==> src/hw/cfd_pkg.sv <==
package cfd_pkg;

    // ----------------------------------------
    // table-read address map
    // ----------------------------------------
    localparam int CFD_ADDR_W = 22;
    localparam logic [21:0] CFD_ADDR_CLK_SRC = 22'h300001;
    localparam logic [21:0] CFD_ADDR_BOR_POWERUP_DELAY_TIMER = 22'h300002;
    localparam logic [21:0] CFD_ADDR_WDT = 22'h300003;
    localparam logic [21:0] CFD_ADDR_PIN_TMR = 22'h300005;
    localparam logic [21:0] CFD_ADDR_DBG = 22'h300006;
    localparam logic [21:0] CFD_ADDR_CP = 22'h300008;
    localparam logic [21:0] CFD_ADDR_ID_LOW = 22'h3FFFFE;
    localparam logic [21:0] CFD_ADDR_ID_HIGH = 22'h3FFFFF;

    // ----------------------------------------
    // implemented bits and unprogrammed values
    // ----------------------------------------
    localparam logic [7:0] CFD_MASK_CLK_SRC = 8'hCF;
    localparam logic [7:0] CFD_MASK_BOR_POWERUP_DELAY_TIMER = 8'h1F;
    localparam logic [7:0] CFD_MASK_WDT = 8'h1F;
    localparam logic [7:0] CFD_MASK_PIN_TMR = 8'h85;
    localparam logic [7:0] CFD_MASK_DBG = 8'hC1;
    localparam logic [7:0] CFD_MASK_CP = 8'h01;
    localparam logic [7:0] CFD_RST_CLK_SRC = 8'h07;
    localparam logic [7:0] CFD_RST_BOR_POWERUP_DELAY_TIMER = 8'h1F;
    localparam logic [7:0] CFD_RST_WDT = 8'h1F;
    localparam logic [7:0] CFD_RST_PIN_TMR = 8'h81;
    localparam logic [7:0] CFD_RST_DBG = 8'h81;
    localparam logic [7:0] CFD_RST_CP = 8'h01;

    // ----------------------------------------
    // field positions and codes
    // ----------------------------------------
    localparam int CFD_BIT_SWITCHOVER = 7;
    localparam int CFD_BIT_CLK_MON = 6;
    localparam int CFD_BIT_POWERUP_DELAY_TIMER_OFF_N = 0;
    localparam int CFD_BIT_WDT_FORCE = 0;
    localparam int CFD_BIT_RESET_PIN = 7;
    localparam int CFD_BIT_LP_SEC_OSC = 2;
    localparam int CFD_BIT_CAP2_ROUTE = 0;
    localparam int CFD_BIT_DEBUG_N = 7;
    localparam int CFD_BIT_EXT_ISA = 6;
    localparam int CFD_BIT_STACK_RST = 0;
    localparam int CFD_BIT_CP_N = 0;
    localparam logic [1:0] CFD_BOR_HW = 2'h3;
    localparam logic [1:0] CFD_BOR_HW_NOSLEEP = 2'h2;
    localparam logic [1:0] CFD_BOR_SW = 2'h1;
    localparam logic [1:0] CFD_BOR_OFF = 2'h0;
    localparam logic [15:0] CFD_RATIO_ONE = 16'h0001;

    typedef enum logic [1:0] {
        CFD_ST_LOAD = 2'b01,
        CFD_ST_RUN = 2'b10
    } cfd_state_t;

    typedef enum logic [2:0] {
        CFD_OSC_LP = 3'h0,
        CFD_OSC_XT = 3'h1,
        CFD_OSC_HS = 3'h2,
        CFD_OSC_HSPLL = 3'h3,
        CFD_OSC_EC = 3'h4,
        CFD_OSC_ERC = 3'h5,
        CFD_OSC_INT = 3'h6
    } cfd_osc_src_t;

    typedef struct packed {
        logic [7:0] clk_src;
        logic [7:0] bor_powerup_delay_timer;
        logic [7:0] wdt;
        logic [7:0] pin_tmr;
        logic [7:0] dbg;
        logic [7:0] cp;
    } cfd_image_t;

    typedef struct packed {
        cfd_osc_src_t source;
        logic pll_en;
        logic clock_out_en;
        logic osc_pin_a_port;
        logic osc_pin_b_port;
    } cfd_osc_t;

    typedef struct packed {
        logic osc_switchover_en;
        logic clock_monitor_en;
        cfd_osc_t osc;
        logic [1:0] brownout_level;
        logic brownout_active;
        logic sw_brownout_used;
        logic powerup_timer_en;
        logic [3:0] watchdog_postscale;
        logic [15:0] watchdog_ratio;
        logic watchdog_run;
        logic sw_watchdog_used;
        logic ext_reset_en;
        logic shared_pin_input_en;
        logic low_power_sec_osc;
        logic capture2_on_port_c;
        logic debugger_en;
        logic extended_isa_en;
        logic stack_fault_reset_en;
        logic code_protected;
    } cfd_ctrl_t;

endpackage

==> src/hw/cfd_config_fuse.sv <==
// What this block does
// - top bit of clock byte enables oscillator switchover
// - bit six of clock byte enables the fail-safe clock monitor
// - 1001 internal osc with clock out on pin a; 1000 both pins port
// - 11xx, 101x, 0011, 0111 external RC; clock out except 0111
// - 0110 high-speed crystal with x4 PLL; 0010 without PLL
// - 0101 external clock, pin a port; 0100 external clock, clock out
// - 0001 standard crystal; 0000 low-power crystal
// - brown-out level field: 11 lowest up to 00 highest trip
// - brown-out mode 11: always on, software enable ignored
// - mode 10: on while running, off in sleep, software ignored
// - mode 01 software controlled, mode 00 brown-out fully off
// - watchdog postscale ratio is two to the power of the code
// - watchdog force bit set: watchdog always runs
// - otherwise software watchdog enable turns watchdog on or off
// - reset pin bit: one is external reset, zero general input
// - bit two of pin byte selects low-power secondary oscillator
// - routing bit one puts capture unit two on port C pin
// - debug bit zero enables debugger and dedicates two pins
// - extended instruction bit one enables extension and indexing
// - stack-fault bit one lets stack full or underflow reset
// - read-only 11-bit part code and 5-bit revision in two bytes
// - unimplemented bits of every configuration byte read zero
// - unprogrammed bits read one; space reached by table read, table write only clears code-protect bit
module cfd_config_fuse
    import cfd_pkg::*;
#(
    parameter int ADDR_W = CFD_ADDR_W,
    parameter logic [10:0] PART_CODE = 11'h2A6, // arbitrary value
    parameter logic [4:0] REV_CODE = 5'h03 // arbitrary value
)
(
    input wire logic core_clk, // system clock
    input wire logic nrst, // async reset, low active
    input wire cfd_pkg::cfd_image_t nv_image, // stored fuse bytes
    input wire logic sleep_mode, // core is in sleep
    input wire logic sw_brownout_en, // software brown-out enable
    input wire logic sw_watchdog_en, // software watchdog enable
    input wire logic tbl_rd_en, // table read strobe
    input wire logic tbl_wr_en, // table write strobe
    input wire logic [ADDR_W-1:0] tbl_addr, // table address
    input wire logic [7:0] tbl_wr_data, // table write data
    output logic [7:0] tbl_rd_data, // table read data
    output logic tbl_rd_valid, // read data valid
    output logic cfg_loaded, // bytes latched, block running
    output cfd_pkg::cfd_ctrl_t ctrl // decoded device settings
);
    import cfd_pkg::*;

    // ----------------------------------------
    // elaboration check
    // ----------------------------------------
    if (ADDR_W != CFD_ADDR_W)
    begin : g_bad_width
        $error("cfd_config_fuse: ADDR_W must be 22");
    end

    // ----------------------------------------
    // decoding helpers
    // ----------------------------------------
    function automatic logic [7:0] cfd_mask(
        input logic [ADDR_W-1:0] a
    );
        case (a)
            CFD_ADDR_CLK_SRC: cfd_mask = CFD_MASK_CLK_SRC;
            CFD_ADDR_BOR_POWERUP_DELAY_TIMER: cfd_mask = CFD_MASK_BOR_POWERUP_DELAY_TIMER;
            CFD_ADDR_WDT: cfd_mask = CFD_MASK_WDT;
            CFD_ADDR_PIN_TMR: cfd_mask = CFD_MASK_PIN_TMR;
            CFD_ADDR_DBG: cfd_mask = CFD_MASK_DBG;
            CFD_ADDR_CP: cfd_mask = CFD_MASK_CP;
            CFD_ADDR_ID_LOW: cfd_mask = 8'hFF;
            CFD_ADDR_ID_HIGH: cfd_mask = 8'hFF;
            default: cfd_mask = 8'h00;
        endcase
    endfunction

    function automatic logic [7:0] cfd_read(
        input cfd_image_t img,
        input logic [ADDR_W-1:0] a
    );
        logic [7:0] raw;
        case (a)
            CFD_ADDR_CLK_SRC: raw = img.clk_src;
            CFD_ADDR_BOR_POWERUP_DELAY_TIMER: raw = img.bor_powerup_delay_timer;
            CFD_ADDR_WDT: raw = img.wdt;
            CFD_ADDR_PIN_TMR: raw = img.pin_tmr;
            CFD_ADDR_DBG: raw = img.dbg;
            CFD_ADDR_CP: raw = img.cp;
            CFD_ADDR_ID_LOW: raw = {PART_CODE[2:0], REV_CODE};
            CFD_ADDR_ID_HIGH: raw = PART_CODE[10:3];
            default: raw = 8'h00;
        endcase
        cfd_read = raw & cfd_mask(a);
    endfunction

    function automatic cfd_osc_t cfd_osc(input logic [3:0] sel);
        cfd_osc_t o;
        o = '{CFD_OSC_LP, 1'b0, 1'b0, 1'b0, 1'b0};
        casez (sel)
            4'b11??, 4'b101?, 4'b0011:
            begin
                o.source = CFD_OSC_ERC;
                o.clock_out_en = 1'b1;
            end
            4'b0111:
            begin
                o.source = CFD_OSC_ERC;
                o.osc_pin_a_port = 1'b1;
            end
            4'b1001:
            begin
                o.source = CFD_OSC_INT;
                o.clock_out_en = 1'b1;
                o.osc_pin_b_port = 1'b1;
            end
            4'b1000:
            begin
                o.source = CFD_OSC_INT;
                o.osc_pin_a_port = 1'b1;
                o.osc_pin_b_port = 1'b1;
            end
            4'b0110:
            begin
                o.source = CFD_OSC_HSPLL;
                o.pll_en = 1'b1;
            end
            4'b0101:
            begin
                o.source = CFD_OSC_EC;
                o.osc_pin_a_port = 1'b1;
            end
            4'b0100:
            begin
                o.source = CFD_OSC_EC;
                o.clock_out_en = 1'b1;
            end
            4'b0010: o.source = CFD_OSC_HS;
            4'b0001: o.source = CFD_OSC_XT;
            default: o.source = CFD_OSC_LP;
        endcase
        return o;
    endfunction

    // ----------------------------------------
    // state
    // ----------------------------------------
    typedef struct packed {
        cfd_state_t state;
        cfd_image_t img;
        cfd_ctrl_t ctrl;
        logic [7:0] rd_data;
        logic rd_valid;
        logic loaded;
    } cfd_regs_t;

    localparam cfd_image_t IMG_RST = '{
        CFD_RST_CLK_SRC, CFD_RST_BOR_POWERUP_DELAY_TIMER, CFD_RST_WDT,
        CFD_RST_PIN_TMR, CFD_RST_DBG, CFD_RST_CP
    };
    localparam cfd_image_t IMG_MASK = '{
        CFD_MASK_CLK_SRC, CFD_MASK_BOR_POWERUP_DELAY_TIMER, CFD_MASK_WDT,
        CFD_MASK_PIN_TMR, CFD_MASK_DBG, CFD_MASK_CP
    };

    cfd_regs_t st_q;
    cfd_regs_t st_d;
    logic [1:0] bor_mode;

    assign bor_mode = st_q.img.bor_powerup_delay_timer[2:1];

    // ----------------------------------------
    // next state
    // ----------------------------------------
    always_comb
    begin
        st_d = st_q;
        st_d.rd_valid = 1'b0;
        case (st_q.state)
            CFD_ST_LOAD:
            begin
                // catch the stored bytes once after reset release
                st_d.img = nv_image & IMG_MASK;
                st_d.loaded = 1'b1;
                st_d.state = CFD_ST_RUN;
            end
            CFD_ST_RUN:
            begin
                if (tbl_rd_en)
                begin
                    st_d.rd_data = cfd_read(st_q.img, tbl_addr);
                    st_d.rd_valid = 1'b1;
                end
                if (tbl_wr_en && tbl_addr == CFD_ADDR_CP)
                begin
                    st_d.img.cp[CFD_BIT_CP_N] =
                        st_q.img.cp[CFD_BIT_CP_N] &
                        tbl_wr_data[CFD_BIT_CP_N];
                end
                st_d.ctrl.osc_switchover_en =
                    st_q.img.clk_src[CFD_BIT_SWITCHOVER];
                st_d.ctrl.clock_monitor_en =
                    st_q.img.clk_src[CFD_BIT_CLK_MON];
                st_d.ctrl.osc = cfd_osc(st_q.img.clk_src[3:0]);
                st_d.ctrl.brownout_level =
                    st_q.img.bor_powerup_delay_timer[4:3];
                case (bor_mode)
                    CFD_BOR_HW: st_d.ctrl.brownout_active = 1'b1;
                    CFD_BOR_HW_NOSLEEP:
                        st_d.ctrl.brownout_active = !sleep_mode;
                    CFD_BOR_SW:
                        st_d.ctrl.brownout_active = sw_brownout_en;
                    default: st_d.ctrl.brownout_active = 1'b0;
                endcase
                st_d.ctrl.sw_brownout_used = bor_mode == CFD_BOR_SW;
                st_d.ctrl.powerup_timer_en =
                    !st_q.img.bor_powerup_delay_timer[CFD_BIT_POWERUP_DELAY_TIMER_OFF_N];
                st_d.ctrl.watchdog_postscale = st_q.img.wdt[4:1];
                st_d.ctrl.watchdog_ratio =
                    CFD_RATIO_ONE << st_q.img.wdt[4:1];
                st_d.ctrl.watchdog_run =
                    st_q.img.wdt[CFD_BIT_WDT_FORCE] ||
                    sw_watchdog_en;
                st_d.ctrl.sw_watchdog_used =
                    !st_q.img.wdt[CFD_BIT_WDT_FORCE];
                st_d.ctrl.ext_reset_en =
                    st_q.img.pin_tmr[CFD_BIT_RESET_PIN];
                st_d.ctrl.shared_pin_input_en =
                    !st_q.img.pin_tmr[CFD_BIT_RESET_PIN];
                st_d.ctrl.low_power_sec_osc =
                    st_q.img.pin_tmr[CFD_BIT_LP_SEC_OSC];
                st_d.ctrl.capture2_on_port_c =
                    st_q.img.pin_tmr[CFD_BIT_CAP2_ROUTE];
                st_d.ctrl.debugger_en =
                    !st_q.img.dbg[CFD_BIT_DEBUG_N];
                st_d.ctrl.extended_isa_en =
                    st_q.img.dbg[CFD_BIT_EXT_ISA];
                st_d.ctrl.stack_fault_reset_en =
                    st_q.img.dbg[CFD_BIT_STACK_RST];
                st_d.ctrl.code_protected =
                    !st_q.img.cp[CFD_BIT_CP_N];
            end
            default:
            begin
                st_d.state = CFD_ST_LOAD;
            end
        endcase
    end

    // ----------------------------------------
    // registers
    // ----------------------------------------
    always_ff @(posedge core_clk or negedge nrst)
    begin
        if (!nrst)
        begin
            st_q <= '{
                state: CFD_ST_LOAD,
                img: IMG_RST,
                ctrl: '0,
                rd_data: 8'h00,
                rd_valid: 1'b0,
                loaded: 1'b0
            };
        end
        else
        begin
            st_q <= st_d;
        end
    end

    assign tbl_rd_data = st_q.rd_data;
    assign tbl_rd_valid = st_q.rd_valid;
    assign cfg_loaded = st_q.loaded;
    assign ctrl = st_q.ctrl;

    logic run;
    assign run = st_q.state == CFD_ST_RUN;
endmodule

==> config.mk <==
export PLATFORM = sky130hd
export DESIGN_NAME = cfd_config_fuse
export DESIGN_NICKNAME = d
export VERILOG_FILES = /design/src/hw/cfd_pkg.sv /design/src/hw/cfd_config_fuse.sv
export SDC_FILE = /design/constraint.sdc
export NUM_CORES = 1
export LEC_CHECK = 0
export ABC_CLOCK_PERIOD_IN_PS = 3100
export CAP_MARGIN = 0
export CELL_PAD_IN_SITES_DETAIL_PLACEMENT = 0
export CELL_PAD_IN_SITES_GLOBAL_PLACEMENT = 1
export CORE_ASPECT_RATIO = 0.75
export CORE_MARGIN = 2
export CORE_UTILIZATION = 50
export DETAILED_ROUTE_END_ITERATION = 16
export DONT_BUFFER_PORTS = 1
export GPL_ROUTABILITY_DRIVEN = 0
export PLACE_DENSITY_LB_ADDON = 0.1
export SYNTH_ARGS = -nofsm -noshare
export SYNTH_HDL_FRONTEND = slang
export SYNTH_SLANG_ARGS = --single-unit
==> constraint.sdc <==
create_clock -name core_clk -period 3.1 [get_ports core_clk]
set_input_delay 0.62 -clock core_clk [delete_from_list [all_inputs] [get_ports core_clk]]
set_output_delay 0.62 -clock core_clk [all_outputs]
set_load 0.005 [all_outputs]
==> results.yml <==
run_status:
  outcome: "complete, no violations"
placement:
  port_buffers: 0
  hpwl_um: 5595
die:
  die_w_um: 104.9
  boundaryPins: 139
  die_area_um2: 8362
  core_um2: 7365
  die_h_um: 79.70
  rows: 27
  start_util: 0.5187
synthesis:
  syn_inst: 375
  synth_edf_count: 0
  synthesis.nets: 460
  synth_area_um2: 3820
  synth_area_leaders: "dfrtp_1, dfstp_2, buf_4, nand2_1, mux2_1"
  async_reset_ff_frac: 1.000
  synth_flop_cell: "dfrtp_1"
  yosys.area.top_type_share: 0.3865
  synth_cell_types: 45
  synth.most_common_cell: "nand2_1"
  synthTopCellsByCount: "nand2_1, dfrtp_1, buf_4, mux2_1, o21ai_1"
  yosysTopAreaCell: "dfrtp_1"
  yosys_register_bits: 78
  avgSynthCellArea_um2: 10.19
  seq_area_frac_synth: 0.5172
  ys_warn_count: 0
power:
  max-vdd-ir-drop_v: 0.0002401
  sw_frac_of_total: 0.2317
  seqPwrFrac: 0.571
  clkPwrFrac: 0.377
  intPower_uw: 1514
  power_frac_comb: 0.052
  powerDensity_nw_per_um2: 528.3
  leakage_uw: 0.001575
  power_switching_uw: 456.6
  p_total_uw: 1971
clock_network:
  cts.clk_slew.worst_paths_ns: 0.08
  cts_buffers: 9
  cts_htree_levels: 3
  clkSinkCount: 78
  cts_root_buffer: "clkbuf_8"
  cts_tree: "done"
  ctsLongestPathBuffers: 2
  clkLatencyLatePin_ns: 0.34
timing:
  slew_violations: 0
  rsz0062_at_grt: "no"
  hold_viol: 0
  finalSetupTns_ns: 0
  fin_skew_ns: 0.007131
  finalSetupViolCount: 0
  period_needed_ns: 1.855
  fin_crit_sh: 0.5985
  slew-limit-headroom: 0.6395
  tightest_slew_ns: 0.5384
  max_freq_mhz: 539.0
setup_path:
  end_kind: "flip-flop"
  worst-endpoint-required_ns: 3.32
  worstPathArrival_ns: 2.08
  crit_type: "reg2reg"
  cp-start-kind: "flip-flop"
  cp_max_fo: 18
detailed_routing:
  vias_per_cell: 5.567
  first_iter_violations: 84
  post_drt_wl_per_cell_um: 18.90
  drcViolationCount: 0
  antenna_left: 0
  totalWireLength_um: 8031
  drt-pass1-iter-count: 5
  num_vias: 2366
global_route:
  grt_first_pass_wirelength_um: 13380
  antenna_found_initial: 2
  overflow: 0
  grt_usage: 0.2093
  first_global_vias: 2455
  grt_max_degree: 60
layout:
  drive_gt1_frac: 0.1429
  fin_nets: 402
  syn_to_final_growth_pct: -2.358
run:
  maxCapViolations: 0
min_path:
  hold_path_class: "in2async"
-- worst max-delay path: stages, from the launching register on --
cell	delay, ns
dfstp_2	0.54
nor2b_2	0.47
buf_4	0.36
mux2_1	0.35
-- final cells by class --
| class | instances | area (um2) |
|---|---|---|
| antenna | 2 | 5.005 |
| clock buffer | 12 | 145.1 |
| clock inverter | 4 | 47.55 |
| fill | 704 | 3635 |
| inverter | 4 | 15.01 |
| multi-input combinational | 220 | 1365 |
| sequential | 78 | 1976 |
| tap | 101 | 126.4 |
| timing repair buffer | 4 | 50.05 |
-- through the flow --
step	std cells	utilization	cell area, um2	hold WS (ns)	setup slack (ns)
6_report	425	0.5065	3730	0.1163	1.245
5_1_grt	425	0.5065	3730	0.09053	1.141
4_1_cts	423	0.5058	3725	0.09883	1.225
3_5_place_dp	406	0.4759	3505	0.3259	0.9911
3_3_place_gp	406	0.4759	3505	0.3259	0.9963
2_1_floorplan	375	-	3820	0.3244	1.094
-- power by group through the flow --
stage / combinational, uW / sequential [uW] / clock, uW
floorplan: 134 / 1110 / 0
global placement: 83.0 / 1140 / 0
detailed placement: 84.8 / 1150 / 0
CTS: 105 / 1130 / 771
global route: 119 / 1130 / 810
finish: 103 / 1130 / 743
-- layout by cell type, fill, tap and decap left out, drive strengths merged, types with 2 or more instances in the layout --
cell and count:
a32oi 2, and2 2, diode 2, nor4 3, nand4 7, dfstp 19
nor2b 8, nor4b 2, clkinv 2, o31ai 2, or2 2, nand3 4
o22a 5, mux2 23, buf 4, nand2b 4, nor3 5, o21ai 22
a22oi 2, mux2i 6, nor2 16, nand2 71, nand3b 2, a22o 9
a21oi 2, dfrtp 59, clkbuf 12, a31oi 7, o41ai 2, or3 2
inv 4, o2bb2ai 2
-- sequential cells by signal, summed over array words and instances, names as in the netlist --
register / flops
bor_mode: 2
tbl_rd_valid: 1
cfg_loaded: 1
ctrl: 44
st_q: 23
tbl_rd_data: 7
-- what timing repair did --
item,in CTS,in global routing
hold endpoints to repair,59,0
setup buffers,0,0
hold buffers,1,0
gates resized for setup,0,0
-- logic make-up (layout without fill, tap and decap cells) --
group | after synthesis | in the layout | synth area share
and+or+nand+nor | 130 | 130 | 0.1631
DFF | 78 | 78 | 0.5172
xor gates and xnor gates | 1 | 1 | 0.002293
buffers and inverters | 77 | 24 | 0.1274
other | 1 | 3 | 0.0009817
AOI/OAI and AO/OA | 59 | 59 | 0.1055
muxes | 29 | 29 | 0.08353
-- worst paths after layout --
path | startpoint | slack, ns | depth (start not counted) | to
setup / recovery | st_q[102]$_DFFE_PN1P_ | 1.24 | 3 | st_q[68]$_DFFE_PN0P_
hold reg to reg | st_q[89]$_DFFE_PN1P_ | 0.50 | 2 | ctrl[33]$_DFFE_PN0N_
setup reg to reg | st_q[102]$_DFFE_PN1P_ | 1.24 | 3 | st_q[68]$_DFFE_PN0P_
max in group asynchronous | nrst | 2.69 | 1 | ctrl[31]$_DFFE_PN0N_
hold / removal | nrst | 0.12 | 0 | st_q[69]$_DFFE_PN1P_
min in group core_clk | nv_image[0] | 0.37 | 2 | st_q[54]$_DFFE_PN1P_
-- metal layers --
metal / up-vias / GRT usage / wire (um)
li1: 1127 / - / -
met5: - / 0 / 0
met1: 1149 / 0.2977 / 3995
met3: 8 / 0.09306 / 717
met2: 82 / 0.2903 / 3244
met4: 0 / 0.05200 / 73
Note: power is estimated with default switching activity, not from simulation.
